**src/verilog/sdx_cfg.svh**
```systemverilog
`ifndef SDX_CFG_SVH
`define SDX_CFG_SVH
`define SDX_F_OPC 6:0
`define SDX_F_IND 7
`define SDX_F_QUAD 8
`define SDX_F_IGNORE_CHANNEL_MASKS 9
`define SDX_F_PRED 11:10
`define SDX_F_PINV 12
`define SDX_F_ESZ 15:13
`define SDX_F_ACCWR 16
`define SDX_F_FSUB 18:17
`define SDX_F_SAT 19
`define SDX_F_CMOD 23:20
`define SDX_F_DCE 27:24
`define SDX_F_CMPT 29
`define SDX_F_DEP 31:30
`define SDX_F_DRF 33:32
`define SDX_F_DTY 36:34
`define SDX_F_S0RF 38:37
`define SDX_F_S0TY 41:39
`define SDX_F_S1RF 43:42
`define SDX_F_S1TY 46:44
`define SDX_F_DREG 53:47
`define SDX_F_DSUB 58:54
`define SDX_F_S0MOD 60:59
`define SDX_F_S0REG 70:64
`define SDX_F_S0SUB 75:71
`define SDX_F_SWZ 83:76
`define SDX_F_S1REG 102:96
`define SDX_F_S1SUB 107:103
`define SDX_F_IMM 127:96
`define SDX_F_LO 31:0
`define SDX_C_DREG 38:32
`define SDX_C_S0REG 45:39
`define SDX_C_S1REG 52:46
`define SDX_C_TY 55:53
`define SDX_OP_MOV 7'h01
`define SDX_OP_NOT 7'h04
`define SDX_OP_JMP 7'h20
`define SDX_OP_SEND 7'h31
`define SDX_OP_MUL 7'h41
`define SDX_OP_DP4 7'h54
`define SDX_OP_LINE 7'h59
`define SDX_OP_PLN 7'h5A
`define SDX_NULL_REG 7'h00
`define SDX_IP_REG 7'h10
`define SDX_SWZ_ID 8'hE4
`define SDX_LEN_NATIVE 16
`define SDX_LEN_COMPACT 8
`define SDX_A_CTRL 8'h00
`define SDX_A_EXECUTION_MASK 8'h04
`define SDX_A_FLAG0 8'h08
`define SDX_A_FLAG1 8'h0C
`define SDX_A_KLIMIT 8'h10
`define SDX_A_IP 8'h14
`define SDX_A_STATUS 8'h18
`define SDX_CTRL_SPF 0
`define SDX_CTRL_ACCDIS 1
`define SDX_FP_ONE 32'h3F80_0000
`define SDX_CM_NONE 4'h0
`define SDX_CM_E 4'h1
`define SDX_CM_NE 4'h2
`define SDX_CM_G 4'h3
`define SDX_CM_GE 4'h4
`define SDX_CM_L 4'h5
`define SDX_CM_LE 4'h6
`endif

```
**src/verilog/sdx_pkg.sv**
```systemverilog
package sdx_pkg;
  typedef enum logic [1:0] {
    SDX_RF_ARF, SDX_RF_GRF, SDX_RF_IMM, SDX_RF_MEM
  } sdx_rf_e;
  typedef enum logic [2:0] {
    SDX_T_UD, SDX_T_D, SDX_T_UW, SDX_T_W,
    SDX_T_UB, SDX_T_B, SDX_T_DF, SDX_T_F
  } sdx_type_e;
  typedef enum logic [1:0] {
    SDX_SM_NONE, SDX_SM_NEG, SDX_SM_ABS, SDX_SM_NABS
  } sdx_smod_e;
  typedef enum logic [1:0] {
    SDX_PR_NONE, SDX_PR_SEQ, SDX_PR_ANY4, SDX_PR_ALL4
  } sdx_pred_e;
endpackage : sdx_pkg

```
**src/verilog/sdx_issue_decode.sv**
```systemverilog
`timescale 1ns/10ps
`default_nettype none
`include "sdx_cfg.svh"
// Functional notes
// - Single-source ops: src1 null, src0 type.
// - Immediate src0 from fourth dword, src1 ARCHITECTURE_REG_FILE.
// - Prefetched words past kernel end never execute.
// - Accept 128-bit native and 64-bit compact words.
// - One or two sources; only last immediate.
// - 128 general registers of 32 bytes.
// - Dst and src0 subregister offsets aligned to element size.
// - No data instruction touches system memory.
// - Architecture registers never as src1 of a two-source op.
// - Channel runs when its pointer matches thread.
// - Branches use signed offsets; mov to ip.
// - Predicate mask from flags, control and invert.
// - Five masking factors gate each channel.
// - Regions: byte or quad aligned, direct/indirect.
// - Quad mode swizzles channels within groups.
// - Convert source to execution type first.
// - Source modifier follows conversion, precedes op.
// - Saturation clamps float unit, integer type range; DF results pass through unclamped.
// - Accumulator write gated by disable flag.
// - Condition modifier writes selected flag subregister.
module sdx_issue_decode
  import sdx_pkg::*;
#(
  parameter int NCH = 16,
  parameter int AW = 16
) (
  input wire logic clk_i,
  input wire logic rst_i,
  input wire logic [7:0] addr_i,
  input wire logic [31:0] wdata_i,
  input wire logic wr_i,
  input wire logic rd_i,
  output logic [31:0] rdata_o,
  input wire logic inst_valid_i,
  input wire logic [127:0] inst_i,
  input wire logic [AW-1:0] inst_addr_i,
  input wire logic res_valid_i,
  input wire logic [31:0] res_data_i,
  input wire logic [NCH-1:0] res_zero_i,
  input wire logic [NCH-1:0] res_sign_i,
  output logic [AW-1:0] fetch_addr_o,
  output logic issue_valid_o,
  output logic issue_err_o,
  output logic [6:0] issue_opcode_o,
  output logic [NCH-1:0] issue_chan_en_o,
  output logic issue_quad_o,
  output logic issue_indirect_o,
  output logic [11:0] issue_dst_o,
  output logic [11:0] issue_src0_o,
  output logic [11:0] issue_src1_o,
  output logic [31:0] issue_imm_o,
  output logic issue_imm_vld_o,
  output logic [NCH*4-1:0] issue_swz_o,
  output logic issue_sat_o,
  output logic issue_acc_wr_o,
  output logic [1:0] issue_dep_o,
  output logic wb_valid_o,
  output logic [31:0] wb_data_o
);

  function automatic logic [127:0] expand(input logic [63:0] c);
    logic [127:0] e;
    e = '0;
    e[`SDX_F_LO] = c[`SDX_F_LO];
    e[`SDX_F_CMPT] = 1'b0;
    e[`SDX_F_DRF] = SDX_RF_GRF;
    e[`SDX_F_S0RF] = SDX_RF_GRF;
    e[`SDX_F_S1RF] = SDX_RF_GRF;
    e[`SDX_F_DTY] = c[`SDX_C_TY];
    e[`SDX_F_S0TY] = c[`SDX_C_TY];
    e[`SDX_F_S1TY] = c[`SDX_C_TY];
    e[`SDX_F_DREG] = c[`SDX_C_DREG];
    e[`SDX_F_S0REG] = c[`SDX_C_S0REG];
    e[`SDX_F_S1REG] = c[`SDX_C_S1REG];
    e[`SDX_F_SWZ] = `SDX_SWZ_ID;
    return e;
  endfunction : expand

  function automatic logic [1:0] nsrc_f(input logic [6:0] op);
    case (op)
      `SDX_OP_MOV, `SDX_OP_NOT, `SDX_OP_JMP: nsrc_f = 2'd1;
      default: nsrc_f = 2'd2;
    endcase
  endfunction : nsrc_f

  // Element size as a mask of the low subregister bits.
  function automatic logic [4:0] amask_f(input logic [2:0] t);
    case (sdx_type_e'(t))
      SDX_T_UD, SDX_T_D, SDX_T_F: amask_f = 5'h03;
      SDX_T_UW, SDX_T_W: amask_f = 5'h01;
      SDX_T_DF: amask_f = 5'h07;
      default: amask_f = 5'h00;
    endcase
  endfunction : amask_f

  function automatic logic [31:0] conv_f(input logic [2:0] t,
                                         input logic [31:0] v);
    case (sdx_type_e'(t))
      SDX_T_UW: conv_f = {16'h0000, v[15:0]};
      SDX_T_W: conv_f = {{16{v[15]}}, v[15:0]};
      SDX_T_UB: conv_f = {24'h00_0000, v[7:0]};
      SDX_T_B: conv_f = {{24{v[7]}}, v[7:0]};
      default: conv_f = v;
    endcase
  endfunction : conv_f

  function automatic logic [31:0] smod_f(input logic [1:0] m,
                                         input logic fp,
                                         input logic [31:0] v);
    logic [31:0] a;
    a = fp ? {1'b0, v[30:0]} : (v[31] ? -v : v);
    case (sdx_smod_e'(m))
      SDX_SM_NEG: smod_f = fp ? {~v[31], v[30:0]} : -v;
      SDX_SM_ABS: smod_f = a;
      SDX_SM_NABS: smod_f = fp ? {1'b1, a[30:0]} : -a;
      default: smod_f = v;
    endcase
  endfunction : smod_f

  function automatic logic [NCH*4-1:0] swz_f(input logic [7:0] s,
                                             input logic q);
    logic [NCH*4-1:0] m;
    logic [1:0] k;
    m = '0;
    for (int n = 0; n < NCH; n++) begin
      k = q ? s[(n%4)*2 +: 2] : 2'(n % 4);
      m[n*4 +: 4] = 4'((n / 4) * 4) + {2'b00, k};
    end
    return m;
  endfunction : swz_f

  function automatic logic [31:0] sat_f(input logic [2:0] t,
                                        input logic [31:0] v);
    logic s;
    s = v[31];
    case (sdx_type_e'(t))
      SDX_T_F: sat_f = s ? 32'h0000_0000 :
        (v > `SDX_FP_ONE ? `SDX_FP_ONE : v);
      SDX_T_UW: sat_f = s ? 32'h0000_0000 :
        (v > 32'h0000_FFFF ? 32'h0000_FFFF : v);
      SDX_T_W: sat_f = ($signed(v) > 32'sh0000_7FFF) ? 32'h0000_7FFF :
        (($signed(v) < -32'sh0000_8000) ? 32'hFFFF_8000 : v);
      SDX_T_UB: sat_f = s ? 32'h0000_0000 :
        (v > 32'h0000_00FF ? 32'h0000_00FF : v);
      SDX_T_B: sat_f = ($signed(v) > 32'sh0000_007F) ? 32'h0000_007F :
        (($signed(v) < -32'sh0000_0080) ? 32'hFFFF_FF80 : v);
      SDX_T_UD: sat_f = s ? 32'h0000_0000 : v;
      default: sat_f = v;
    endcase
  endfunction : sat_f

  logic ctrl_spf_r;
  logic acc_dis_r;
  logic [NCH-1:0] execution_mask_r;
  logic [NCH-1:0] flag_r [4];
  logic [AW-1:0] klimit_r;
  logic [AW-1:0] ip_r;
  logic [AW-1:0] per_channel_ip_r [NCH];
  logic [15:0] err_cnt_r;
  logic [15:0] drop_cnt_r;
  logic [3:0] lat_cmod_r;
  logic [1:0] lat_fsel_r;
  logic [2:0] lat_dty_r;
  logic lat_sat_r;
  logic [NCH-1:0] lat_en_r;

  logic [127:0] nw;
  logic [6:0] opc;
  logic [1:0] nsrc;
  logic past_end;
  logic bad;
  logic accept;
  logic is_send;
  logic long_op;
  logic branch;
  logic [AW-1:0] nxt_ip;
  logic [AW-1:0] target;
  logic [4:0] esz;
  logic [NCH-1:0] pflag;
  logic [NCH-1:0] onip;
  logic [NCH-1:0] pmask;
  logic [NCH-1:0] chan_en;
  logic [31:0] imm_x;
  logic s0_imm;
  logic [3:0] dce;

  assign nw = inst_i[`SDX_F_CMPT] ? expand(inst_i[63:0]) : inst_i;
  assign opc = nw[`SDX_F_OPC];
  assign nsrc = nsrc_f(opc);
  assign s0_imm = nw[`SDX_F_S0RF] == SDX_RF_IMM;
  assign past_end = inst_addr_i >= klimit_r;
  assign is_send = opc == `SDX_OP_SEND;
  assign long_op = opc == `SDX_OP_PLN || opc == `SDX_OP_LINE ||
    opc == `SDX_OP_DP4 || nw[`SDX_F_DTY] == SDX_T_DF ||
    nw[`SDX_F_S0TY] == SDX_T_DF ||
    (opc == `SDX_OP_MUL && nw[`SDX_F_S0TY] inside {SDX_T_D, SDX_T_UD} &&
     nw[`SDX_F_S1TY] inside {SDX_T_D, SDX_T_UD});

  // Malformed words are dropped rather than issued with garbage operands.
  always_comb begin
    bad = 1'b0;
    if (nw[`SDX_F_DRF] inside {SDX_RF_IMM, SDX_RF_MEM} ||
        nw[`SDX_F_S0RF] == SDX_RF_MEM || nw[`SDX_F_S1RF] == SDX_RF_MEM)
      bad = 1'b1;
    if (nsrc == 2'd1 && !s0_imm &&
        (nw[`SDX_F_S1RF] != SDX_RF_ARF ||
         nw[`SDX_F_S1REG] != `SDX_NULL_REG ||
         nw[`SDX_F_S1TY] != nw[`SDX_F_S0TY]))
      bad = 1'b1;
    if (s0_imm && (nsrc != 2'd1 || nw[`SDX_F_S1RF] != SDX_RF_ARF ||
        nw[`SDX_F_S1TY] != nw[`SDX_F_S0TY]))
      bad = 1'b1;
    if (nsrc == 2'd2 && nw[`SDX_F_S1RF] == SDX_RF_ARF)
      bad = 1'b1;
    if ((nw[`SDX_F_DSUB] & amask_f(nw[`SDX_F_DTY])) != 5'h00 ||
        (!s0_imm &&
         (nw[`SDX_F_S0SUB] & amask_f(nw[`SDX_F_S0TY])) != 5'h00))
      bad = 1'b1;
  end

  assign accept = inst_valid_i && !past_end && !bad;
  assign nxt_ip = inst_addr_i + (inst_i[`SDX_F_CMPT] ?
    AW'(`SDX_LEN_COMPACT) : AW'(`SDX_LEN_NATIVE));
  assign imm_x = conv_f(nw[`SDX_F_S0TY], nw[`SDX_F_IMM]);
  assign branch = opc == `SDX_OP_JMP || (opc == `SDX_OP_MOV &&
    nw[`SDX_F_DRF] == SDX_RF_ARF && nw[`SDX_F_DREG] == `SDX_IP_REG);
  assign target = (opc == `SDX_OP_JMP) ?
    inst_addr_i + imm_x[AW-1:0] : imm_x[AW-1:0];
  assign esz = 5'd1 << nw[`SDX_F_ESZ];
  assign pflag = flag_r[nw[`SDX_F_FSUB]];
  assign dce = nw[`SDX_F_DCE];

  always_comb begin
    for (int n = 0; n < NCH; n++) begin
      onip[n] = ctrl_spf_r || nw[`SDX_F_IGNORE_CHANNEL_MASKS] ||
        per_channel_ip_r[n] == inst_addr_i;
      case (sdx_pred_e'(nw[`SDX_F_PRED]))
        SDX_PR_SEQ: pmask[n] = pflag[n] ^ nw[`SDX_F_PINV];
        SDX_PR_ANY4: pmask[n] = |pflag[(n/4)*4 +: 4] ^ nw[`SDX_F_PINV];
        SDX_PR_ALL4: pmask[n] = &pflag[(n/4)*4 +: 4] ^ nw[`SDX_F_PINV];
        default: pmask[n] = 1'b1;
      endcase
      chan_en[n] = (5'(n) < esz) && execution_mask_r[n] && onip[n] &&
        pmask[n] && (!nw[`SDX_F_QUAD] || nw[`SDX_F_IGNORE_CHANNEL_MASKS] ||
        dce[n % 4]);
    end
  end

  always_ff @(posedge clk_i) begin
    if (rst_i) begin
      issue_valid_o <= 1'b0;
      issue_err_o <= 1'b0;
      issue_opcode_o <= '0;
      issue_chan_en_o <= '0;
      issue_quad_o <= 1'b0;
      issue_indirect_o <= 1'b0;
      issue_dst_o <= '0;
      issue_src0_o <= '0;
      issue_src1_o <= '0;
      issue_imm_o <= '0;
      issue_imm_vld_o <= 1'b0;
      issue_swz_o <= '0;
      issue_sat_o <= 1'b0;
      issue_acc_wr_o <= 1'b0;
      issue_dep_o <= '0;
    end else begin
      issue_valid_o <= accept;
      issue_err_o <= inst_valid_i && !past_end && bad;
      if (accept) begin
        issue_opcode_o <= opc;
        issue_chan_en_o <= chan_en;
        issue_quad_o <= nw[`SDX_F_QUAD];
        issue_indirect_o <= nw[`SDX_F_IND];
        issue_dst_o <= {nw[`SDX_F_DREG], nw[`SDX_F_DSUB]};
        issue_src0_o <= {nw[`SDX_F_S0REG], nw[`SDX_F_S0SUB]};
        issue_src1_o <= {nw[`SDX_F_S1REG], nw[`SDX_F_S1SUB]};
        issue_imm_o <= smod_f(nw[`SDX_F_S0MOD],
          nw[`SDX_F_S0TY] inside {SDX_T_F, SDX_T_DF}, imm_x);
        issue_imm_vld_o <= s0_imm || nw[`SDX_F_S1RF] == SDX_RF_IMM;
        issue_swz_o <= swz_f(nw[`SDX_F_SWZ], nw[`SDX_F_QUAD]);
        issue_sat_o <= nw[`SDX_F_SAT];
        issue_acc_wr_o <= nw[`SDX_F_ACCWR] && !acc_dis_r;
        issue_dep_o <= (is_send || long_op) ? 2'b00 : nw[`SDX_F_DEP];
      end
    end
  end

  // Result side context; only one instruction is in flight at a time.
  always_ff @(posedge clk_i) begin
    if (rst_i) begin
      lat_cmod_r <= `SDX_CM_NONE;
      lat_fsel_r <= '0;
      lat_dty_r <= '0;
      lat_sat_r <= 1'b0;
      lat_en_r <= '0;
      wb_valid_o <= 1'b0;
      wb_data_o <= '0;
    end else begin
      if (accept) begin
        lat_cmod_r <= nw[`SDX_F_CMOD];
        lat_fsel_r <= nw[`SDX_F_FSUB];
        lat_dty_r <= nw[`SDX_F_DTY];
        lat_sat_r <= nw[`SDX_F_SAT];
        lat_en_r <= chan_en;
      end
      wb_valid_o <= res_valid_i;
      if (res_valid_i)
        wb_data_o <= lat_sat_r ? sat_f(lat_dty_r, res_data_i) :
          res_data_i;
    end
  end

  // Pointer update keeps diverged channels parked until ip returns.
  always_ff @(posedge clk_i) begin
    if (rst_i) begin
      ip_r <= '0;
      for (int n = 0; n < NCH; n++)
        per_channel_ip_r[n] <= '0;
    end else if (wr_i && addr_i == `SDX_A_IP) begin
      ip_r <= wdata_i[AW-1:0];
      for (int n = 0; n < NCH; n++)
        per_channel_ip_r[n] <= wdata_i[AW-1:0];
    end else if (accept) begin
      ip_r <= (branch && |chan_en) ? target : nxt_ip;
      for (int n = 0; n < NCH; n++)
        if (ctrl_spf_r)
          per_channel_ip_r[n] <= (branch && |chan_en) ? target : nxt_ip;
        else if (per_channel_ip_r[n] == inst_addr_i)
          per_channel_ip_r[n] <= (branch && chan_en[n]) ? target : nxt_ip;
    end
  end

  always_ff @(posedge clk_i) begin
    if (rst_i) begin
      ctrl_spf_r <= 1'b0;
      acc_dis_r <= 1'b0;
      execution_mask_r <= '1;
      klimit_r <= '1;
    end else if (wr_i) begin
      case (addr_i)
        `SDX_A_CTRL: begin
          ctrl_spf_r <= wdata_i[`SDX_CTRL_SPF];
          acc_dis_r <= wdata_i[`SDX_CTRL_ACCDIS];
        end
        `SDX_A_EXECUTION_MASK: execution_mask_r <= wdata_i[NCH-1:0];
        `SDX_A_KLIMIT: klimit_r <= wdata_i[AW-1:0];
        default: ;
      endcase
    end
  end

  // A result arriving with a bus write to the same flags wins the cycle.
  always_ff @(posedge clk_i) begin
    if (rst_i) begin
      for (int i = 0; i < 4; i++)
        flag_r[i] <= '0;
    end else begin
      if (wr_i && addr_i == `SDX_A_FLAG0) begin
        flag_r[0] <= wdata_i[NCH-1:0];
        flag_r[1] <= wdata_i[2*NCH-1:NCH];
      end
      if (wr_i && addr_i == `SDX_A_FLAG1) begin
        flag_r[2] <= wdata_i[NCH-1:0];
        flag_r[3] <= wdata_i[2*NCH-1:NCH];
      end
      if (res_valid_i && lat_cmod_r != `SDX_CM_NONE)
        for (int n = 0; n < NCH; n++)
          if (lat_en_r[n])
            case (lat_cmod_r)
              `SDX_CM_E: flag_r[lat_fsel_r][n] <= res_zero_i[n];
              `SDX_CM_NE: flag_r[lat_fsel_r][n] <= !res_zero_i[n];
              `SDX_CM_G: flag_r[lat_fsel_r][n] <=
                !res_sign_i[n] && !res_zero_i[n];
              `SDX_CM_GE: flag_r[lat_fsel_r][n] <=
                !res_sign_i[n] || res_zero_i[n];
              `SDX_CM_L: flag_r[lat_fsel_r][n] <=
                res_sign_i[n] && !res_zero_i[n];
              `SDX_CM_LE: flag_r[lat_fsel_r][n] <=
                res_sign_i[n] || res_zero_i[n];
              default: ;
            endcase
    end
  end

  always_ff @(posedge clk_i) begin
    if (rst_i) begin
      err_cnt_r <= '0;
      drop_cnt_r <= '0;
    end else begin
      if (inst_valid_i && past_end)
        drop_cnt_r <= drop_cnt_r + 16'h0001;
      if (inst_valid_i && !past_end && bad)
        err_cnt_r <= err_cnt_r + 16'h0001;
    end
  end

  always_ff @(posedge clk_i) begin
    if (rst_i) begin
      rdata_o <= '0;
      fetch_addr_o <= '0;
    end else begin
      fetch_addr_o <= ip_r;
      rdata_o <= '0;
      if (rd_i)
        case (addr_i)
          `SDX_A_CTRL: rdata_o <= {30'h0000_0000, acc_dis_r, ctrl_spf_r};
          `SDX_A_EXECUTION_MASK: rdata_o <= 32'(execution_mask_r);
          `SDX_A_FLAG0: rdata_o <= 32'({flag_r[1], flag_r[0]});
          `SDX_A_FLAG1: rdata_o <= 32'({flag_r[3], flag_r[2]});
          `SDX_A_KLIMIT: rdata_o <= 32'(klimit_r);
          `SDX_A_IP: rdata_o <= 32'(ip_r);
          `SDX_A_STATUS: rdata_o <= {drop_cnt_r, err_cnt_r};
          default: rdata_o <= '0;
        endcase
    end
  end
endmodule : sdx_issue_decode
`default_nettype wire

```
**config.mk**
```make
export PLATFORM = sky130hd
export DESIGN_NAME = sdx_issue_decode
export DESIGN_NICKNAME = d
export VERILOG_FILES = /design/src/verilog/sdx_pkg.sv /design/src/verilog/sdx_issue_decode.sv
export VERILOG_INCLUDE_DIRS = /design/src /design/src/verilog
export SDC_FILE = /design/constraint.sdc
export NUM_CORES = 2
export LEC_CHECK = 0
export BUFFER_PORTS_ARGS = -buffer_cell sky130_fd_sc_hd__buf_2
export CORE_MARGIN = 2
export CORE_UTILIZATION = 50
export CTS_BUF_LIST = sky130_fd_sc_hd__clkbuf_8
export DETAILED_ROUTE_END_ITERATION = 10
export GPL_TIMING_DRIVEN = 0
export PLACE_DENSITY = 0.68
export SKIP_LAST_GASP = 1
export SYNTH_ARGS = -nofsm -noshare
export SYNTH_HDL_FRONTEND = slang
export SYNTH_SLANG_ARGS = --single-unit
```
**constraint.sdc**
```tcl
create_clock -name clk_i -period 6.5 [get_ports clk_i]
set_input_delay 0.65 -clock clk_i [delete_from_list [all_inputs] [get_ports clk_i]]
set_output_delay 0.65 -clock clk_i [all_outputs]
set_load 0.005 [all_outputs]
```
# ---- Word level (Yosys, flattened, before mapping)
# Memory sizes are Yosys's and may differ from the RTL's.
# Cells that the tools add are included.
dict set report classes {
  addsub 18
  multipliers 0
  div_mod_pow 0
  order_cmp 24
  eq_ne 71
  shift 1
  n_mux 705
  bitwise_logic 160
  n_reduce_logical 272
}
# operator count
set op_table {}
lappend op_table {{16-bit 2-to-1 mux} 72}
lappend op_table {{1-bit 2-to-1 mux} 587}
lappend op_table {{32-bit 2-to-1 mux} 9}
lappend op_table {{16-bit equality test} 16}
lappend op_table {{32-bit one-hot mux with 7 select lines} 1}
lappend op_table {{31-bit 2-to-1 mux} 7}
lappend op_table {{32-bit one-hot mux with 6 select lines} 1}
lappend op_table {{1-bit OR} 132}
lappend op_table {{1-bit logical AND} 131}
lappend op_table {{128-bit 2-to-1 mux} 1}
lappend op_table {{32-bit one-hot mux with 4 select lines} 1}
lappend op_table {{32-bit one-hot mux with 3 select lines} 1}
lappend op_table {{1-bit logical OR} 69}
lappend op_table {{32-bit by 16-bit greater-than comparator with 1-bit output (second input constant)} 2}
lappend op_table {{32-bit by 8-bit greater-than comparator with 1-bit output (second input constant)} 2}
lappend op_table {{32-bit negation} 2}
lappend op_table {{1-bit one-hot mux with 3 select lines} 16}
lappend op_table {{4-bit by 5-bit < comparator with 1-bit output (first input constant)} 8}
lappend op_table {{1-bit zero test} 37}
lappend op_table {{16-bit by 1-bit adder with 16-bit output (second input constant)} 2}
lappend op_table {{32-bit by 30-bit greater-than comparator with 1-bit output (second input constant)} 1}
lappend op_table {{32-bit by 16-bit < comparator with 1-bit output (second input constant)} 1}
lappend op_table {{32-bit by 8-bit < comparator with 1-bit output (second input constant)} 1}
lappend op_table {{7-bit equality test (second input constant)} 4}
lappend op_table {{other kinds (46)} 147}
dict set report totals {
  reg_bits 328
  latch_bits 0
  ramBits 320
  romBits 0
  inputBits 254
  output_inout_bits 245
  elab_cells 1282
  n_memories 2
}
# memory depth width read_ports rd_clocked_by_memory_dff write_ports line
set memory_table {}
lappend memory_table {per_channel_ip_r 16 16 16 0 16 sdx_issue_decode.sv:162} ;# logic [AW-1:0] per_channel_ip_r [NCH];
lappend memory_table {flag_r 4 16 5 0 5 sdx_issue_decode.sv:159} ;# logic [NCH-1:0] flag_r [4];

# ---- Depth between registers and ports, before layout
dict set report logic_depth {
  word_depth 19
  ltp_mapped 19
}

# ---- Least setup slack after synthesis
# OpenSTA, ideal clock, no wires.
dict set report synth_timing {
  path_kind {input port to flip-flop}
  startpoint {in inst_i[29]}
  endpoint {mem per_channel_ip_r[0][0], enable pin}
  t_arrival_ps 4638
  required_ps 6089
  setup_slack_ps 1451
  path_stages 14
  path_buffers 7
  path_cell_list {buf_6 buf_6 buf_4 buf_4 buf_2 mux2i_1 ha_1 o221a_2 o22ai_1 a211oi_4 nand2_2 clkbuf_1 buf_1 o21ai_0}
}
# element line
set synth_rtl {}
lappend synth_rtl {{start: declaration} sdx_issue_decode.sv:39} ;# input wire logic [127:0] inst_i,
lappend synth_rtl {{end: declaration} sdx_issue_decode.sv:162}

==> results.cfg <==
[status]
outcome = finished with violations
violations = capacitance limit, slew limit, setup timing

[sta]
period_share = 1.02
slew_violations = 21
slew_headroom = -0.0575
fin_ws_ps = -140
finalHoldViolCount = 0
rsz0062_at_grt = no
worstMarginPinSlew_ps = 1580
min_period_ps = 6640
fmax_mhz = 151
fin_skew_ps = 75.6
setup_viol_count_final = 2
finalSetupTns_ps = -225
hold_slack_ps = 104

[clock_network]
cts_max_path_buffers = 3
cts_tree = done
path_clk_slew_ps = 70
numCtsBuffers = 107
root_buffer = clkbuf_8
cts_max_level = 3
cts_sinks = 600
worstSkewPairLatency_ps = 790

[finish]
nFillCells = 7462
seq_area_sq_mm = 0.0152
drive_gt1_frac = 0.176
fin_util = 0.582
syn2layout_area_growth_pct = 14.9
nets = 5523
fin_cells = 6380
multi_input_area_sq_mm = 0.0229
final_area_sq_mm = 0.0461

[synth]
ys_async_sr_fraction = 0
yosysWarnings = 0
synth_cell_types = 115
netlist.area_leader.share = 0.239
synth_most_common_cell = nand2_1
ys_ff_latch = 600
syn_area_sq_mm = 0.0401
synth_ff_type = edfxtp_1
synth_edf_count = 320
syn_inst = 4642
yosysSeqAreaShare = 0.379
synth_common_cells = 598 x nand2_1, 351 x o21ai_0, 337 x nor2_1, 320 x edfxtp_1, 319 x a21oi_1
synth_area_leader_cell = edfxtp_1
synthTopCellsByArea = edfxtp_1 24%, dfxtp_1 14%, nand2_1 5.6%, mux2i_1 5.5%, xnor2_1 4.6%
synth_area_per_cell_sq_um = 8.65

[placement]
pre_cts_ws_ps = -1260
dpl_cell_area_sq_mm = 0.0439
io_buffers = 451
dp_cells = 6166
gp_congestion = 1.09
hpwl_um = 154000

[routing]
drt-pass1-iter-count = 9
drt_iter0_drc = 6870
wl_um = 204000
ant_nets = 0
post_drt_wl_per_cell_um = 31.9
vias = 43100
viasPerCell = 6.75
drc_errors = 0

[critical_path]
path_class = in -> reg
cp-start-kind = input port
crit_required_ps = 6890
critPathMaxFanout = 10
cp_data_arrival_time_ps = 7030
end_kind = flip-flop

[floorplanning]
core_area_sq_mm = 0.0793
start_util = 0.506
die_height_um = 287
die_w_um = 287
rows = 103
ios = 499
die-area_sq_mm = 0.0825

[grt]
grt_pass1_vias = 39100
grt_max_degree = 18
grt_first_pass_wirelength_um = 281000
grt_use_total = 0.476
overflow = 0
antenna_found_initial = 20

[flow_run]
cap_violations = 5

[power_and_ir_drop]
power_density_mw_per_mm2 = 215
vdd_ir_drop_max_v = 0.000158
leakage_nw = 18.4
total_power_mw = 9.90

[hold_path]
hold_class = in -> reg
area by class of cell:
| class | count | area share |
|---|---|---|
| Inverter | 77 | 0.00627 |
| Sequential cell | 600 | 0.330 |
| Timing Repair Buffer | 463 | 0.0514 |
| Antenna cell | 16 | 0.000868 |
| Multi-Input combinational cell | 3565 | 0.496 |
| Clock buffer | 129 | 0.0385 |
| Buffer | 415 | 0.0418 |
| Clock inverter | 65 | 0.00730 |
| Tap cell | 1050 | 0.0285 |
layer usage:
metal,track usage,vias up,share of wire
met1,0.584,20400,0.36
met3,0.164,880,0.14
met5,0,-,0.00033
met2,0.690,3629,0.41
met4,0.355,8,0.091
li1,-,18200,-
what timing repair did:
action / in CTS / in global routing
hold endpoints to repair: 0 / 0
gates resized for setup: 2 / 1
setup endpoints to repair: 161 / 178
hold buffers: 0 / 0
pin swaps: 0 / 1
setup buffers: 0 / 2
where the power goes:
group / total [mW] / switching, mW / internal [mW]
sequential: 4.25 / 0.102 / 4.15
combinational: 2.04 / 1.41 / 0.637
clock: 3.61 / 1.77 / 1.84
total: 9.90 / 3.28 / 6.62
state kept, by name (all words and copies together), names as in the netlist, 16 cells and up:
| register | flops |
|---|---|
| per_channel_ip_r | 256 |
| flag_r | 64 |
| rdata_o | 32 |
| wb_data_o | 32 |
| issue_imm_o | 31 |
| drop_cnt_r | 16 |
| err_cnt_r | 16 |
| execution_mask_r | 16 |
| fetch_addr_o | 16 |
| ip_r | 16 |
| klimit_r | 16 |
| lat_en_r | 16 |
final timing paths:
kind | cells past startpoint | end | slack, ps | from
max reg2reg | 11 | per_channel_ip_r[0][52]$_SDFFCE_PN0P_ | 810 | per_channel_ip_r[0][102]$_SDFFCE_PN0P_
min | 2 | issue_dep_o[1]$_SDFFE_PP0P_ | 100 | inst_i[31]
min reg2reg | 2 | issue_imm_o[9]$_SDFFE_PP0P_ | 450 | issue_imm_o[9]$_SDFFE_PP0P_
max | 16 | per_channel_ip_r[0][52]$_SDFFCE_PN0P_ | -140 | inst_i[29]
worst max-delay path: stages:
cell and delay (ps):
buf_2 210, buf_6 200, buf_6 180, buf_4 220, buf_4 240, mux2i_1 660
inv_1 320, ha_1 320, fa_1 410, a21oi_1 280, o21bai_1 120, xor2_1 150
o21ai_1 1110, mux2i_1 500, a21boi_1 1110, o21ai_0 320
cells by family after synthesis:
logic type	Yosys count	synth area share
compound gates	1267	0.205
xor+xnor	362	0.0796
fa+ha+maj	40	0.0128
buf+inv	492	0.0552
flops	600	0.379
mux	298	0.0816
other cells	1	0.0000934
simple gates	1582	0.186
cells in the final DEF, fill, tap and decap left out, types with 21 or more instances in the layout:
master	Yosys	layout
a211oi_1	58	57
a21o_1	21	21
a21oi_1	319	316
a222oi_1	22	22
a22oi_1	25	25
a31oi_1	45	45
and2_1	22	22
and3_1	29	29
buf_1	38	38
buf_2	63	515
buf_4	67	73
clkbuf_1	241	241
clkbuf_8	0	129
dfxtp_1	280	280
edfxtp_1	320	320
ha_1	38	38
inv_1	69	103
mux2_2	54	54
mux2i_1	222	221
nand2_1	598	597
nand2b_1	39	39
nand3_1	174	174
nand4_1	68	68
nor2_1	337	337
nor2b_1	40	40
nor3_1	93	92
nor4_1	66	60
o211ai_1	130	130
o21ai_0	351	349
o221ai_1	30	30
o22ai_1	33	32
o31ai_1	24	23
or3_1	31	31
xnor2_1	213	212
xor2_1	146	146
(Power assumes the default switching activity.)
